File: src/core/sw_ctrl_pkg.sv
package sw_ctrl_pkg;

  // device address map (word addresses on the device bus)
  localparam logic [13:0] CTRL_ADDR = 14'h0000;
  localparam logic [13:0] FAR_ADDR = 14'h0001;
  localparam int MEM_SEL_BIT = 13;
  localparam int CM_DEPTH = 16;
  localparam int CM_AW = 4;

  // switch_control field positions
  localparam int VALUE_LSB = 13;
  localparam int CLK_SEL_BIT = 11;
  localparam int EVAL_START_BIT = 8;
  localparam int SPARE_BIT = 7;
  localparam int GO_BIT = 6;
  localparam int ARM_BIT = 5;
  localparam int MEM_SELECT_BIT = 4;
  localparam int STANDBY_BIT = 3;
  localparam int RATE_LSB = 0;

  // frame_alignment_result field positions
  localparam int EVAL_SEL_LSB = 11;
  localparam int DONE_BIT = 10;

  localparam logic [15:0] CTRL_RESET = 16'h0000;
  localparam logic [15:0] FAR_RESET = 16'h0000;
  localparam logic [1:0] PROG_FRAMES = 2'h2;
  localparam int CM_WORD_ZERO_BITS = 13;

  // serial rate modes, one-hot
  typedef enum logic [7:0] {
    RATE_8 = 8'h01,
    RATE_16 = 8'h02,
    RATE_4_8 = 8'h04,
    RATE_16_8 = 8'h08,
    RATE_4 = 8'h10,
    RATE_2_4 = 8'h20,
    RATE_2 = 8'h40,
    RATE_BAD = 8'h80
  } rate_mode_t;

  function automatic rate_mode_t rate_decode(input logic [2:0] sel);
    case (sel)
      3'h0: rate_decode = RATE_8;
      3'h1: rate_decode = RATE_16;
      3'h2: rate_decode = RATE_4_8;
      3'h3: rate_decode = RATE_16_8;
      3'h4: rate_decode = RATE_4;
      3'h5: rate_decode = RATE_2_4;
      3'h6: rate_decode = RATE_2;
      default: rate_decode = RATE_BAD;
    endcase
  endfunction

  // host controller APB map
  localparam logic [7:0] H_CMD = 8'h00;
  localparam logic [7:0] H_WDATA = 8'h04;
  localparam logic [7:0] H_STATUS = 8'h08;
  localparam logic [7:0] H_RDATA = 8'h0C;
  localparam int CMD_WRITE_BIT = 16;
  localparam int CMD_DOUBLE_BIT = 17;

endpackage

File: src/core/sw_bus_if.sv
`timescale 1ns/1ps
interface sw_bus_if;
  logic req;
  logic wr;
  logic [13:0] addr;
  logic [15:0] wdata;
  logic [15:0] rdata;
  logic ack;

  modport dev (
    input req,
    input wr,
    input addr,
    input wdata,
    output rdata,
    output ack
  );

  modport host (
    output req,
    output wr,
    output addr,
    output wdata,
    input rdata,
    input ack
  );
endinterface

File: src/core/switch_control_register.sv
`timescale 1ns/1ps
module switch_control_register (
  // clock and reset
  input wire logic clock,
  input wire logic rst_b,
  // processor side
  sw_bus_if.dev bus,
  // frame timing and evaluation datapath
  input wire logic frame_pulse,
  input wire logic eval_valid,
  input wire logic [9:0] eval_delay,
  output logic eval_running,
  output logic [4:0] eval_input_select,
  // data memory fill from the switching core
  input wire logic dm_wr,
  input wire logic [3:0] dm_waddr,
  input wire logic [15:0] dm_wdata,
  // serial output gating
  input wire logic output_drive_pin,
  input wire logic [3:0] channel_enable,
  output logic [3:0] serial_out_stream_oe,
  // mode outputs
  output logic [7:0] rate_mode,
  output logic clock_freq_select,
  output logic slow_clock_allowed,
  output logic block_prog_busy
);

  logic [15:0] ctrl;
  logic [9:0] measured_frame_delay;
  logic frame_eval_done;
  logic [1:0] frame_count;
  logic [15:0] cm [sw_ctrl_pkg::CM_DEPTH];
  logic [15:0] dm [sw_ctrl_pkg::CM_DEPTH];
  logic [15:0] dm_stage;
  logic drive_meta;
  logic drive_sync;
  logic is_mem;
  logic ctrl_wr;
  logic far_wr;
  logic [3:0] idx;
  logic go_rise;
  logic start_rise;
  logic start_fall;
  logic prog_done;
  logic prog_abort;
  logic [15:0] next_ctrl;

  assign is_mem = bus.addr[sw_ctrl_pkg::MEM_SEL_BIT];
  assign idx = bus.addr[sw_ctrl_pkg::CM_AW-1:0];
  assign ctrl_wr = bus.req && bus.wr && !is_mem
                   && bus.addr == sw_ctrl_pkg::CTRL_ADDR;
  assign far_wr = bus.req && bus.wr && !is_mem
                  && bus.addr == sw_ctrl_pkg::FAR_ADDR;

  ////////////////////////////////////////////////////////////////////////////
  // control register

  assign go_rise = ctrl_wr && bus.wdata[sw_ctrl_pkg::GO_BIT]
                   && !ctrl[sw_ctrl_pkg::GO_BIT];
  assign start_rise = ctrl_wr && bus.wdata[sw_ctrl_pkg::EVAL_START_BIT]
                      && !ctrl[sw_ctrl_pkg::EVAL_START_BIT];
  assign start_fall = ctrl_wr && !bus.wdata[sw_ctrl_pkg::EVAL_START_BIT]
                      && ctrl[sw_ctrl_pkg::EVAL_START_BIT];
  assign prog_done = block_prog_busy && frame_pulse
                     && frame_count == sw_ctrl_pkg::PROG_FRAMES - 2'h1;
  assign prog_abort = block_prog_busy && ctrl_wr
                      && (!bus.wdata[sw_ctrl_pkg::GO_BIT]
                      || !bus.wdata[sw_ctrl_pkg::ARM_BIT]);

  always_comb
  begin
    next_ctrl = bus.wdata;
    // go only sticks when the feature is armed in the same write
    next_ctrl[sw_ctrl_pkg::GO_BIT] = bus.wdata[sw_ctrl_pkg::GO_BIT]
                                     && bus.wdata[sw_ctrl_pkg::ARM_BIT];
  end

  always_ff @(posedge clock)
  begin
    if (!rst_b)
      ctrl <= sw_ctrl_pkg::CTRL_RESET;
    else if (ctrl_wr)
      ctrl <= next_ctrl; // a new write wins over the self clear
    else if (prog_done)
      ctrl[sw_ctrl_pkg::GO_BIT] <= 1'b0;
  end

  ////////////////////////////////////////////////////////////////////////////
  // block programming

  always_ff @(posedge clock)
  begin
    if (!rst_b)
    begin
      block_prog_busy <= 1'b0;
      frame_count <= 2'h0;
    end
    else if (prog_abort || prog_done)
    begin
      block_prog_busy <= 1'b0;
      frame_count <= 2'h0;
    end
    else if (go_rise && bus.wdata[sw_ctrl_pkg::ARM_BIT])
    begin
      block_prog_busy <= 1'b1;
      frame_count <= 2'h0;
    end
    else if (block_prog_busy && frame_pulse)
      frame_count <= frame_count + 2'h1;
  end

  // whole memory is loaded at once; value taken from the stored register
  always_ff @(posedge clock)
  begin
    if (prog_done)
    begin
      for (int i = 0; i < sw_ctrl_pkg::CM_DEPTH; i++)
        cm[i] <= {ctrl[15:sw_ctrl_pkg::VALUE_LSB],
                  {sw_ctrl_pkg::CM_WORD_ZERO_BITS{1'b0}}};
    end
    else if (bus.req && bus.wr && is_mem)
      cm[idx] <= bus.wdata;
  end

  ////////////////////////////////////////////////////////////////////////////
  // frame evaluation

  always_ff @(posedge clock)
  begin
    if (!rst_b)
      eval_running <= 1'b0;
    else if (start_rise)
      eval_running <= 1'b1;
    else if (eval_running && eval_valid)
      eval_running <= 1'b0;
    else if (start_fall)
      eval_running <= 1'b0;
  end

  always_ff @(posedge clock)
  begin
    if (!rst_b)
    begin
      frame_eval_done <= 1'b0;
      measured_frame_delay <= 10'h000;
    end
    else if (start_fall)
    begin
      frame_eval_done <= 1'b0;
      measured_frame_delay <= 10'h000;
    end
    else if (eval_running && eval_valid)
    begin
      frame_eval_done <= 1'b1;
      measured_frame_delay <= eval_delay;
    end
  end

  always_ff @(posedge clock)
  begin
    if (!rst_b)
      eval_input_select <= sw_ctrl_pkg::FAR_RESET[15:11];
    else if (far_wr)
      eval_input_select <= bus.wdata[15:sw_ctrl_pkg::EVAL_SEL_LSB];
  end

  ////////////////////////////////////////////////////////////////////////////
  // data memory and read path

  always_ff @(posedge clock)
  begin
    if (dm_wr)
      dm[dm_waddr] <= dm_wdata;
  end

  // staging register makes the first data memory read return stale data
  always_ff @(posedge clock)
  begin
    if (!rst_b)
    begin
      bus.ack <= 1'b0;
      bus.rdata <= 16'h0000;
      dm_stage <= 16'h0000;
    end
    else
    begin
      bus.ack <= bus.req;
      if (bus.req && !bus.wr)
      begin
        if (is_mem && ctrl[sw_ctrl_pkg::MEM_SELECT_BIT])
        begin
          dm_stage <= dm[idx];
          bus.rdata <= dm_stage;
        end
        else if (is_mem)
          bus.rdata <= cm[idx];
        else if (bus.addr == sw_ctrl_pkg::CTRL_ADDR)
          bus.rdata <= ctrl;
        else if (bus.addr == sw_ctrl_pkg::FAR_ADDR)
          bus.rdata <= {eval_input_select, frame_eval_done,
                        measured_frame_delay};
        else
          bus.rdata <= 16'h0000;
      end
    end
  end

  ////////////////////////////////////////////////////////////////////////////
  // output gating and modes

  always_ff @(posedge clock)
  begin
    if (!rst_b)
    begin
      drive_meta <= 1'b0;
      drive_sync <= 1'b0;
    end
    else
    begin
      drive_meta <= output_drive_pin;
      drive_sync <= drive_meta;
    end
  end

  always_ff @(posedge clock)
  begin
    if (!rst_b)
      serial_out_stream_oe <= 4'h0;
    else
      serial_out_stream_oe <= channel_enable
        & {4{ctrl[sw_ctrl_pkg::STANDBY_BIT] | drive_sync}};
  end

  always_ff @(posedge clock)
  begin
    if (!rst_b)
    begin
      rate_mode <= sw_ctrl_pkg::RATE_8;
      clock_freq_select <= 1'b0;
      slow_clock_allowed <= 1'b0;
    end
    else
    begin
      rate_mode <= sw_ctrl_pkg::rate_decode(ctrl[2:0]);
      clock_freq_select <= ctrl[sw_ctrl_pkg::CLK_SEL_BIT];
      // only the 4 and 2 Mb/s modes may run from the slower clock
      slow_clock_allowed <= ctrl[sw_ctrl_pkg::CLK_SEL_BIT]
        && (ctrl[2:0] == 3'h4 || ctrl[2:0] == 3'h6);
    end
  end

endmodule

File: src/flat_wrapper.sv
// flat-port wrapper written by rule: the top's interface ports become plain ports
module switch_control_register_flat 
  (clock, rst_b, frame_pulse, eval_valid, eval_delay, eval_running, eval_input_select, dm_wr, dm_waddr, dm_wdata, output_drive_pin, channel_enable, serial_out_stream_oe, rate_mode, clock_freq_select, slow_clock_allowed, block_prog_busy, bus_req, bus_wr, bus_addr, bus_wdata, bus_rdata, bus_ack);
  sw_bus_if bus_i ();
  input wire logic clock;
  input wire logic rst_b;
  input wire logic frame_pulse;
  input wire logic eval_valid;
  input wire logic [9:0] eval_delay;
  output logic eval_running;
  output logic [4:0] eval_input_select;
  input wire logic dm_wr;
  input wire logic [3:0] dm_waddr;
  input wire logic [15:0] dm_wdata;
  input wire logic output_drive_pin;
  input wire logic [3:0] channel_enable;
  output logic [3:0] serial_out_stream_oe;
  output logic [7:0] rate_mode;
  output logic clock_freq_select;
  output logic slow_clock_allowed;
  output logic block_prog_busy;
  input wire logic [$bits(bus_i.req)-1:0] bus_req;
  input wire logic [$bits(bus_i.wr)-1:0] bus_wr;
  input wire logic [$bits(bus_i.addr)-1:0] bus_addr;
  input wire logic [$bits(bus_i.wdata)-1:0] bus_wdata;
  output wire logic [$bits(bus_i.rdata)-1:0] bus_rdata;
  output wire logic [$bits(bus_i.ack)-1:0] bus_ack;
  assign bus_i.req = bus_req;
  assign bus_i.wr = bus_wr;
  assign bus_i.addr = bus_addr;
  assign bus_i.wdata = bus_wdata;
  assign bus_rdata = bus_i.rdata;
  assign bus_ack = bus_i.ack;
  switch_control_register u_core (.clock(clock), .rst_b(rst_b), .bus(bus_i), .frame_pulse(frame_pulse), .eval_valid(eval_valid), .eval_delay(eval_delay), .eval_running(eval_running), .eval_input_select(eval_input_select), .dm_wr(dm_wr), .dm_waddr(dm_waddr), .dm_wdata(dm_wdata), .output_drive_pin(output_drive_pin), .channel_enable(channel_enable), .serial_out_stream_oe(serial_out_stream_oe), .rate_mode(rate_mode), .clock_freq_select(clock_freq_select), .slow_clock_allowed(slow_clock_allowed), .block_prog_busy(block_prog_busy));
endmodule
File: config.mk
export PLATFORM = sky130hd
export DESIGN_NAME = switch_control_register_flat
export DESIGN_NICKNAME = d
export VERILOG_FILES = /design/src/core/sw_ctrl_pkg.sv /design/src/core/sw_bus_if.sv /design/src/core/switch_control_register.sv /design/src/flat_wrapper.sv
export SDC_FILE = /design/constraint.sdc
export NUM_CORES = 1
export LEC_CHECK = 0
export ABC_AREA = 1
export BUFFER_PORTS_ARGS = -buffer_cell sky130_fd_sc_hd__buf_2
export CAP_MARGIN = 25
export CORE_ASPECT_RATIO = 0.9
export CORE_UTILIZATION = 30
export CTS_BUF_LIST = sky130_fd_sc_hd__clkbuf_16
export DETAILED_ROUTE_END_ITERATION = 8
export GPL_TIMING_DRIVEN = 0
export PLACE_DENSITY = 0.57
export SETUP_SLACK_MARGIN = 0.1
export SLEW_MARGIN = 10
export SYNTH_ARGS = -nofsm -noshare
export SYNTH_HDL_FRONTEND = slang
export SYNTH_SLANG_ARGS = --single-unit
export TNS_END_PERCENT = 50
File: constraint.sdc
create_clock -name clock -period 3.2 [get_ports clock]
set_clock_uncertainty 0.15 [all_clocks]
set_input_delay 0.32 -clock clock [delete_from_list [all_inputs] [get_ports clock]]
set_output_delay 0.32 -clock clock [all_outputs]
set_load 0.05 [all_outputs]
**Yosys cells after proc, flatten, opt, wreduce, memory -nomap -nowiden**

Memory sizes are Yosys's and may differ from the RTL's. A register that Yosys moved wholly into a read port is not among the register bits.
Index checks and enable logic that the tools add are counted.
Widths: inputs -> output; s select.

- Flip-flop bits (word level): 69
- Output and inout port bits: 38
- Memories kept: 2
- Bits in writable memories: 512
- Word-level logic and storage cells: 91
- Bits of input ports: 72

- Muxes and demuxes: 20
- Bitwise gates (word level): 3
- Reduce and logical (&&, ||, !) cells: 41
- Add/sub/neg operators: 1
- Equality and inequality tests: 8

Memory list:

| name | depth | bits a word | rd ports | clocked after memory_dff | write ports | RTL line | source |
|---|---|---|---|---|---|---|---|
| u_core.cm | 16 | 16 | 1 | 0 | 16 | switch_control_register.sv:33 | `logic [15:0] cm [sw_ctrl_pkg::CM_DEPTH];` |
| u_core.dm | 16 | 16 | 1 | 1 | 1 | switch_control_register.sv:34 | `logic [15:0] dm [sw_ctrl_pkg::CM_DEPTH];` |

Operators with widths:

| cell | number |
|---|---|
| $mux 16 | 5 |
| $pmux 8 s7 | 1 |
| $logic_and 1x1->1 | 21 |
| $reduce_or 16->1 | 1 |
| $eq 14x1->1 const B | 1 |
| $logic_not 14->1 | 1 |
| $mux 1 | 13 |
| $eq 3x3->1 const B | 3 |
| $logic_not 1->1 | 8 |
| $eq 3x2->1 const B | 2 |
| $and 4x4->4 | 1 |
| $mux 4 | 1 |
| $reduce_or 2->1 | 2 |
| $eq 3x1->1 const B | 1 |
| $logic_not 3->1 | 1 |
| $logic_or 1x1->1 | 3 |
| $reduce_bool 3->1 | 1 |
| $reduce_or 3->1 | 1 |
| $add 2x1->2 const B | 1 |
| $eq 2x1->1 const B | 1 |
| $reduce_and 2->1 | 1 |
| $reduce_bool 2->1 | 1 |
| $not 1->1 | 1 |
| $or 1x1->1 | 1 |

**Longest topological paths before layout**

- Word-level depth: 8
- Mapped depth: 12
- Mapped depth without buffers: 9

**Worst setup path before layout**

Ideal clock, no wire load.

- Kind: register to register
- Start point: register u_core.block_prog_busy
- End point: memory u_core.cm[0][0], enable pin
- Cell stages (with the launch flop): 7
- Period minus slack after synthesis: 2.428 ns
- Arrival: 1.913 ns
- Required time: 2.685 ns
- Buffers on the path: 1
- Setup slack: 0.772 ns
- Library setup time: 0.365 ns
- Cells stage by stage: dfxtp_1 -> nand3_2 -> nand4_4 -> nor2_2 -> inv_2 -> clkbuf_1 -> nand2_1

RTL lines:

| item | RTL line | source |
|---|---|---|
| start, declared | switch_control_register.sv:26 | `output logic block_prog_busy` |
| start signal, assigned | switch_control_register.sv:96 | `block_prog_busy <= 1'b0;` |
| start signal, assigned | switch_control_register.sv:101 | `block_prog_busy <= 1'b0;` |
| start signal, assigned | switch_control_register.sv:106 | `block_prog_busy <= 1'b1;` |
| end, declared | switch_control_register.sv:33 |  |

==> flow_metrics.py <==
metrics = {
    "outcome": {
        "outcome": "complete, no violations",
    },
    "min_path": {
        "hp-class": "input port to register",
        "holdPathStages": 3,
    },
    "worst_setup_path": {
        "critPathKind": "register to register",
        "rr_worst_depth": 8,
        "crit_required_ns": 3.31,
        "cp_max_fo": 16,
        "cp-start-kind": "register",
        "endpoint_kind": "register",
        "worstPathArrival_ns": 3.27,
    },
    "synth": {
        "yosys.area.top_type": "edfxtp_1",
        "syn-num-nets": 2660,
        "avgSynthCellArea_um2": 9.81,
        "synth_top_family_by_area": "simple AND/OR/NAND/NOR gates",
        "synthMuxAreaShare_pct": 0,
        "synth_common_cells": "nand2_1, edfxtp_1, nor2_1, o21ai_0, dfxtp_1",
        "synthArstFlopShare_pct": 0,
        "synthAdderAreaFrac_pct": 0.0493,
        "synth-compound-area-share_pct": 5.27,
        "synth-edff-count": 512,
        "synth.top_cell.area_share_pct": 60.6,
        "synth_ff_type": "edfxtp_1",
        "ys_seq_area_share_pct": 67.3,
        "synth_area_mm2": 0.0254,
        "ys_ff_latch": 597,
        "synth.area.top_cells": "edfxtp_1, nand2_1, dfxtp_1, nor2_1, a22oi_1",
        "yosysWarnings": 0,
        "synth_xor_area_share_pct": 0.0345,
        "synthSimpleGateAreaFrac_pct": 23.5,
        "ys_types": 31,
        "yosysMostFrequentCell": "nand2_1",
        "synthCells": 2587,
    },
    "global_routing": {
        "antenna_found_initial": 2,
        "grt_overflow": 0,
        "grt_max_degree": 17,
        "grt_pass1_wl_um": 115000,
        "grt_pass1_vias": 18000,
        "gr-usage-all-layers_pct": 18.1,
    },
    "cts": {
        "cts_made_buffers": 59,
        "clkLatencyLatePin_ns": 0.63,
        "clkSinkCount": 597,
        "clk_path_buf_depth": 3,
        "cts_tree": "yes",
        "root_buffer": "clkbuf_16",
        "clk_pin_slew_ns": 0.06,
        "htree_num_levels": 2,
    },
    "timing": {
        "setup_tns_ns": 0,
        "fmax_mhz": 316,
        "final-hold-violation-count": 0,
        "relSlewSlack_pct": 25.3,
        "fin_crit_ns": 3.16,
        "drv_slew": 0,
        "worst_slew_pin_slew_ns": 1.12,
        "rsz0062_at_grt": "true",
        "setup_viol": 0,
        "period_share_pct": 98.7,
    },
    "power_and_ir_drop": {
        "p_sw_share_pct": 23.5,
        "p_comb_share_pct": 5.9,
        "p_sw_w": 0.00379,
        "p_leak_nw": 12.0,
        "intPower_w": 0.0123,
        "seqPwrFrac_pct": 52.8,
        "peakVddDrop_uv": 406,
        "p_clk_share_pct": 41.4,
        "power.density_mw_per_mm2": 539,
    },
    "routing": {
        "met2_length_um": 36000,
        "wirelength_um": 79000,
        "num_vias": 19100,
        "met3_length_um": 6500,
        "maxUsedRoutingLayer": "met4",
        "drt_pre_antenna_iters": 5,
        "drc": 0,
        "ant_nets": 0,
        "wl_met1_um": 34700,
        "drtIter0Drc": 2141,
        "vias_per_cell": 4.79,
        "routedWlPerCell_um": 19.8,
    },
    "floorplan": {
        "core-area_mm2": 0.0832,
        "dieArea_mm2": 0.0858,
        "ios": 110,
        "start_util_pct": 30.5,
        "fp.dieW_um": 309,
        "dieHeight_um": 278,
        "rows": 100,
    },
    "place": {
        "gp_congestion": 0.946,
        "hpwl_um": 55100,
        "place_area_mm2": 0.0276,
        "io_buffer_count": 107,
    },
    "layout": {
        "fillers": 8438,
        "areaGrowthSynthToFinish_pct": 18.0,
        "finalInstanceArea_mm2": 0.0300,
        "layout.nets": 2891,
        "regArea_mm2": 0.0171,
        "layout-drive-gt1-share_pct": 11.3,
        "multiInputGateArea_mm2": 0.00738,
    },
    "run": {
        "max-cap-violations": 0,
    },
}
==> sequential cells by signal (all words and copies together), names as in the netlist <==
signal,cells
u_core.block_prog_busy,1
u_core.bus.ack,1
u_core.bus.rdata,16
u_core.clock_freq_select,1
u_core.cm,256
u_core.ctrl,16
u_core.dm,256
u_core.dm_stage,16
u_core.drive_meta,1
u_core.drive_sync,1
u_core.eval_input_select,5
u_core.eval_running,1
u_core.frame_count,2
u_core.frame_eval_done,1
u_core.measured_frame_delay,10
u_core.rate_mode,8
u_core.serial_out_stream_oe,4
u_core.slow_clock_allowed,1
==> worst max-delay path, cell delays in order (launching register included) <==
cell and delay (ns):
dfxtp_1 0.33, inv_1 0.04, ha_1 0.18, nand3_2 0.37
nand4_4 0.31, nor3_1 0.47, nand2_1 0.15, clkbuf_1 0.31
nand2_2 0.47
==> logic make-up after synthesis <==
group	Yosys count
simple gates	1515
flops	597
buf+inv	239
compound gates	234
xor+xnor	1
fa+ha+maj	1
==> layout make-up <==
type / count / area share (%)
diodes: 1 / 0.00835
plain buffers: 162 / 2.34
clock buffers: 60 / 5.01
clock inverters: 51 / 1.07
inverters: 77 / 0.969
multi-input cells: 1751 / 24.7
flip-flops and latches: 597 / 57.0
well taps: 1122 / 4.69
repair buffers: 170 / 4.24
==> timing repair <==
action | 4_1_cts | 5_1_grt
hold buffers | 47 | 0
resized for setup | 9 | 4
endpoints found under the hold margin | 296 | 0
setup buffers | 0 | 0
endpoints found under the setup margin | 144 | 224
==> through the flow <==
stage | utilization (%) | setup slack [ns] | hold slack (ns) | total power [W] | std cells
after global placement | 32.8 | -0.140 | 0.250 | 0.00955 | 3816
after CTS | 36.0 | 0.0271 | 0.00985 | 0.0162 | 3990
after global routing | 36.0 | -0.0614 | 0.0421 | 0.0165 | 3990
after detailed placement | 33.2 | -0.126 | 0.247 | 0.00957 | 3832
final | 36.0 | 0.0400 | 0.0275 | 0.0161 | 3991
after floorplan | - | 0.772 | 0.240 | 0.00912 | 2587
==> path summary, 6_finish.rpt <==
check,start,endpoint,slack [ns]
worst max register to register,u_core.frame_count[1],u_core.cm[6][9],0.04
worst min register to register,u_core.drive_meta,u_core.drive_sync,0.26
worst max-delay path,u_core.frame_count[1],u_core.cm[6][9],0.04
worst min-delay path,rst_b,u_core.ctrl[8],0.03
==> layer usage <==
metal / vias to the layer above / GRT usage (%)
met5: - / 0
met4: 0 / 4.89
met3: 107 / 2.64
met1: 9219 / 25.7
met2: 747 / 28.7
li1: 9052 / -
==> power by group through the flow <==
stage / combinational (W) / clock (W) / sequential, W
6_report: 0.000947 / 0.00667 / 0.00851
5_1_grt: 0.00101 / 0.00702 / 0.00851
4_1_cts: 0.000938 / 0.00675 / 0.00851
3_5_place_dp: 0.000892 / 0 / 0.00867
3_3_place_gp: 0.000871 / 0 / 0.00868
2_1_floorplan: 0.000419 / 0 / 0.00871
==> cells in the final DEF, fill, tap and decap left out, drive strengths merged, types with 50 or more instances in the layout <==
cell type  netlist  layout
a22oi           64      64
a21oi           50      50
clkbuf          81     141
nor2           322     322
buf             81     204
edfxtp         512     512
nand3           66      66
nand2         1085    1085
inv             69      86
o21ai          117     117
dfxtp           85      85
No activity file was read; power rests on OpenSTA's default activity.
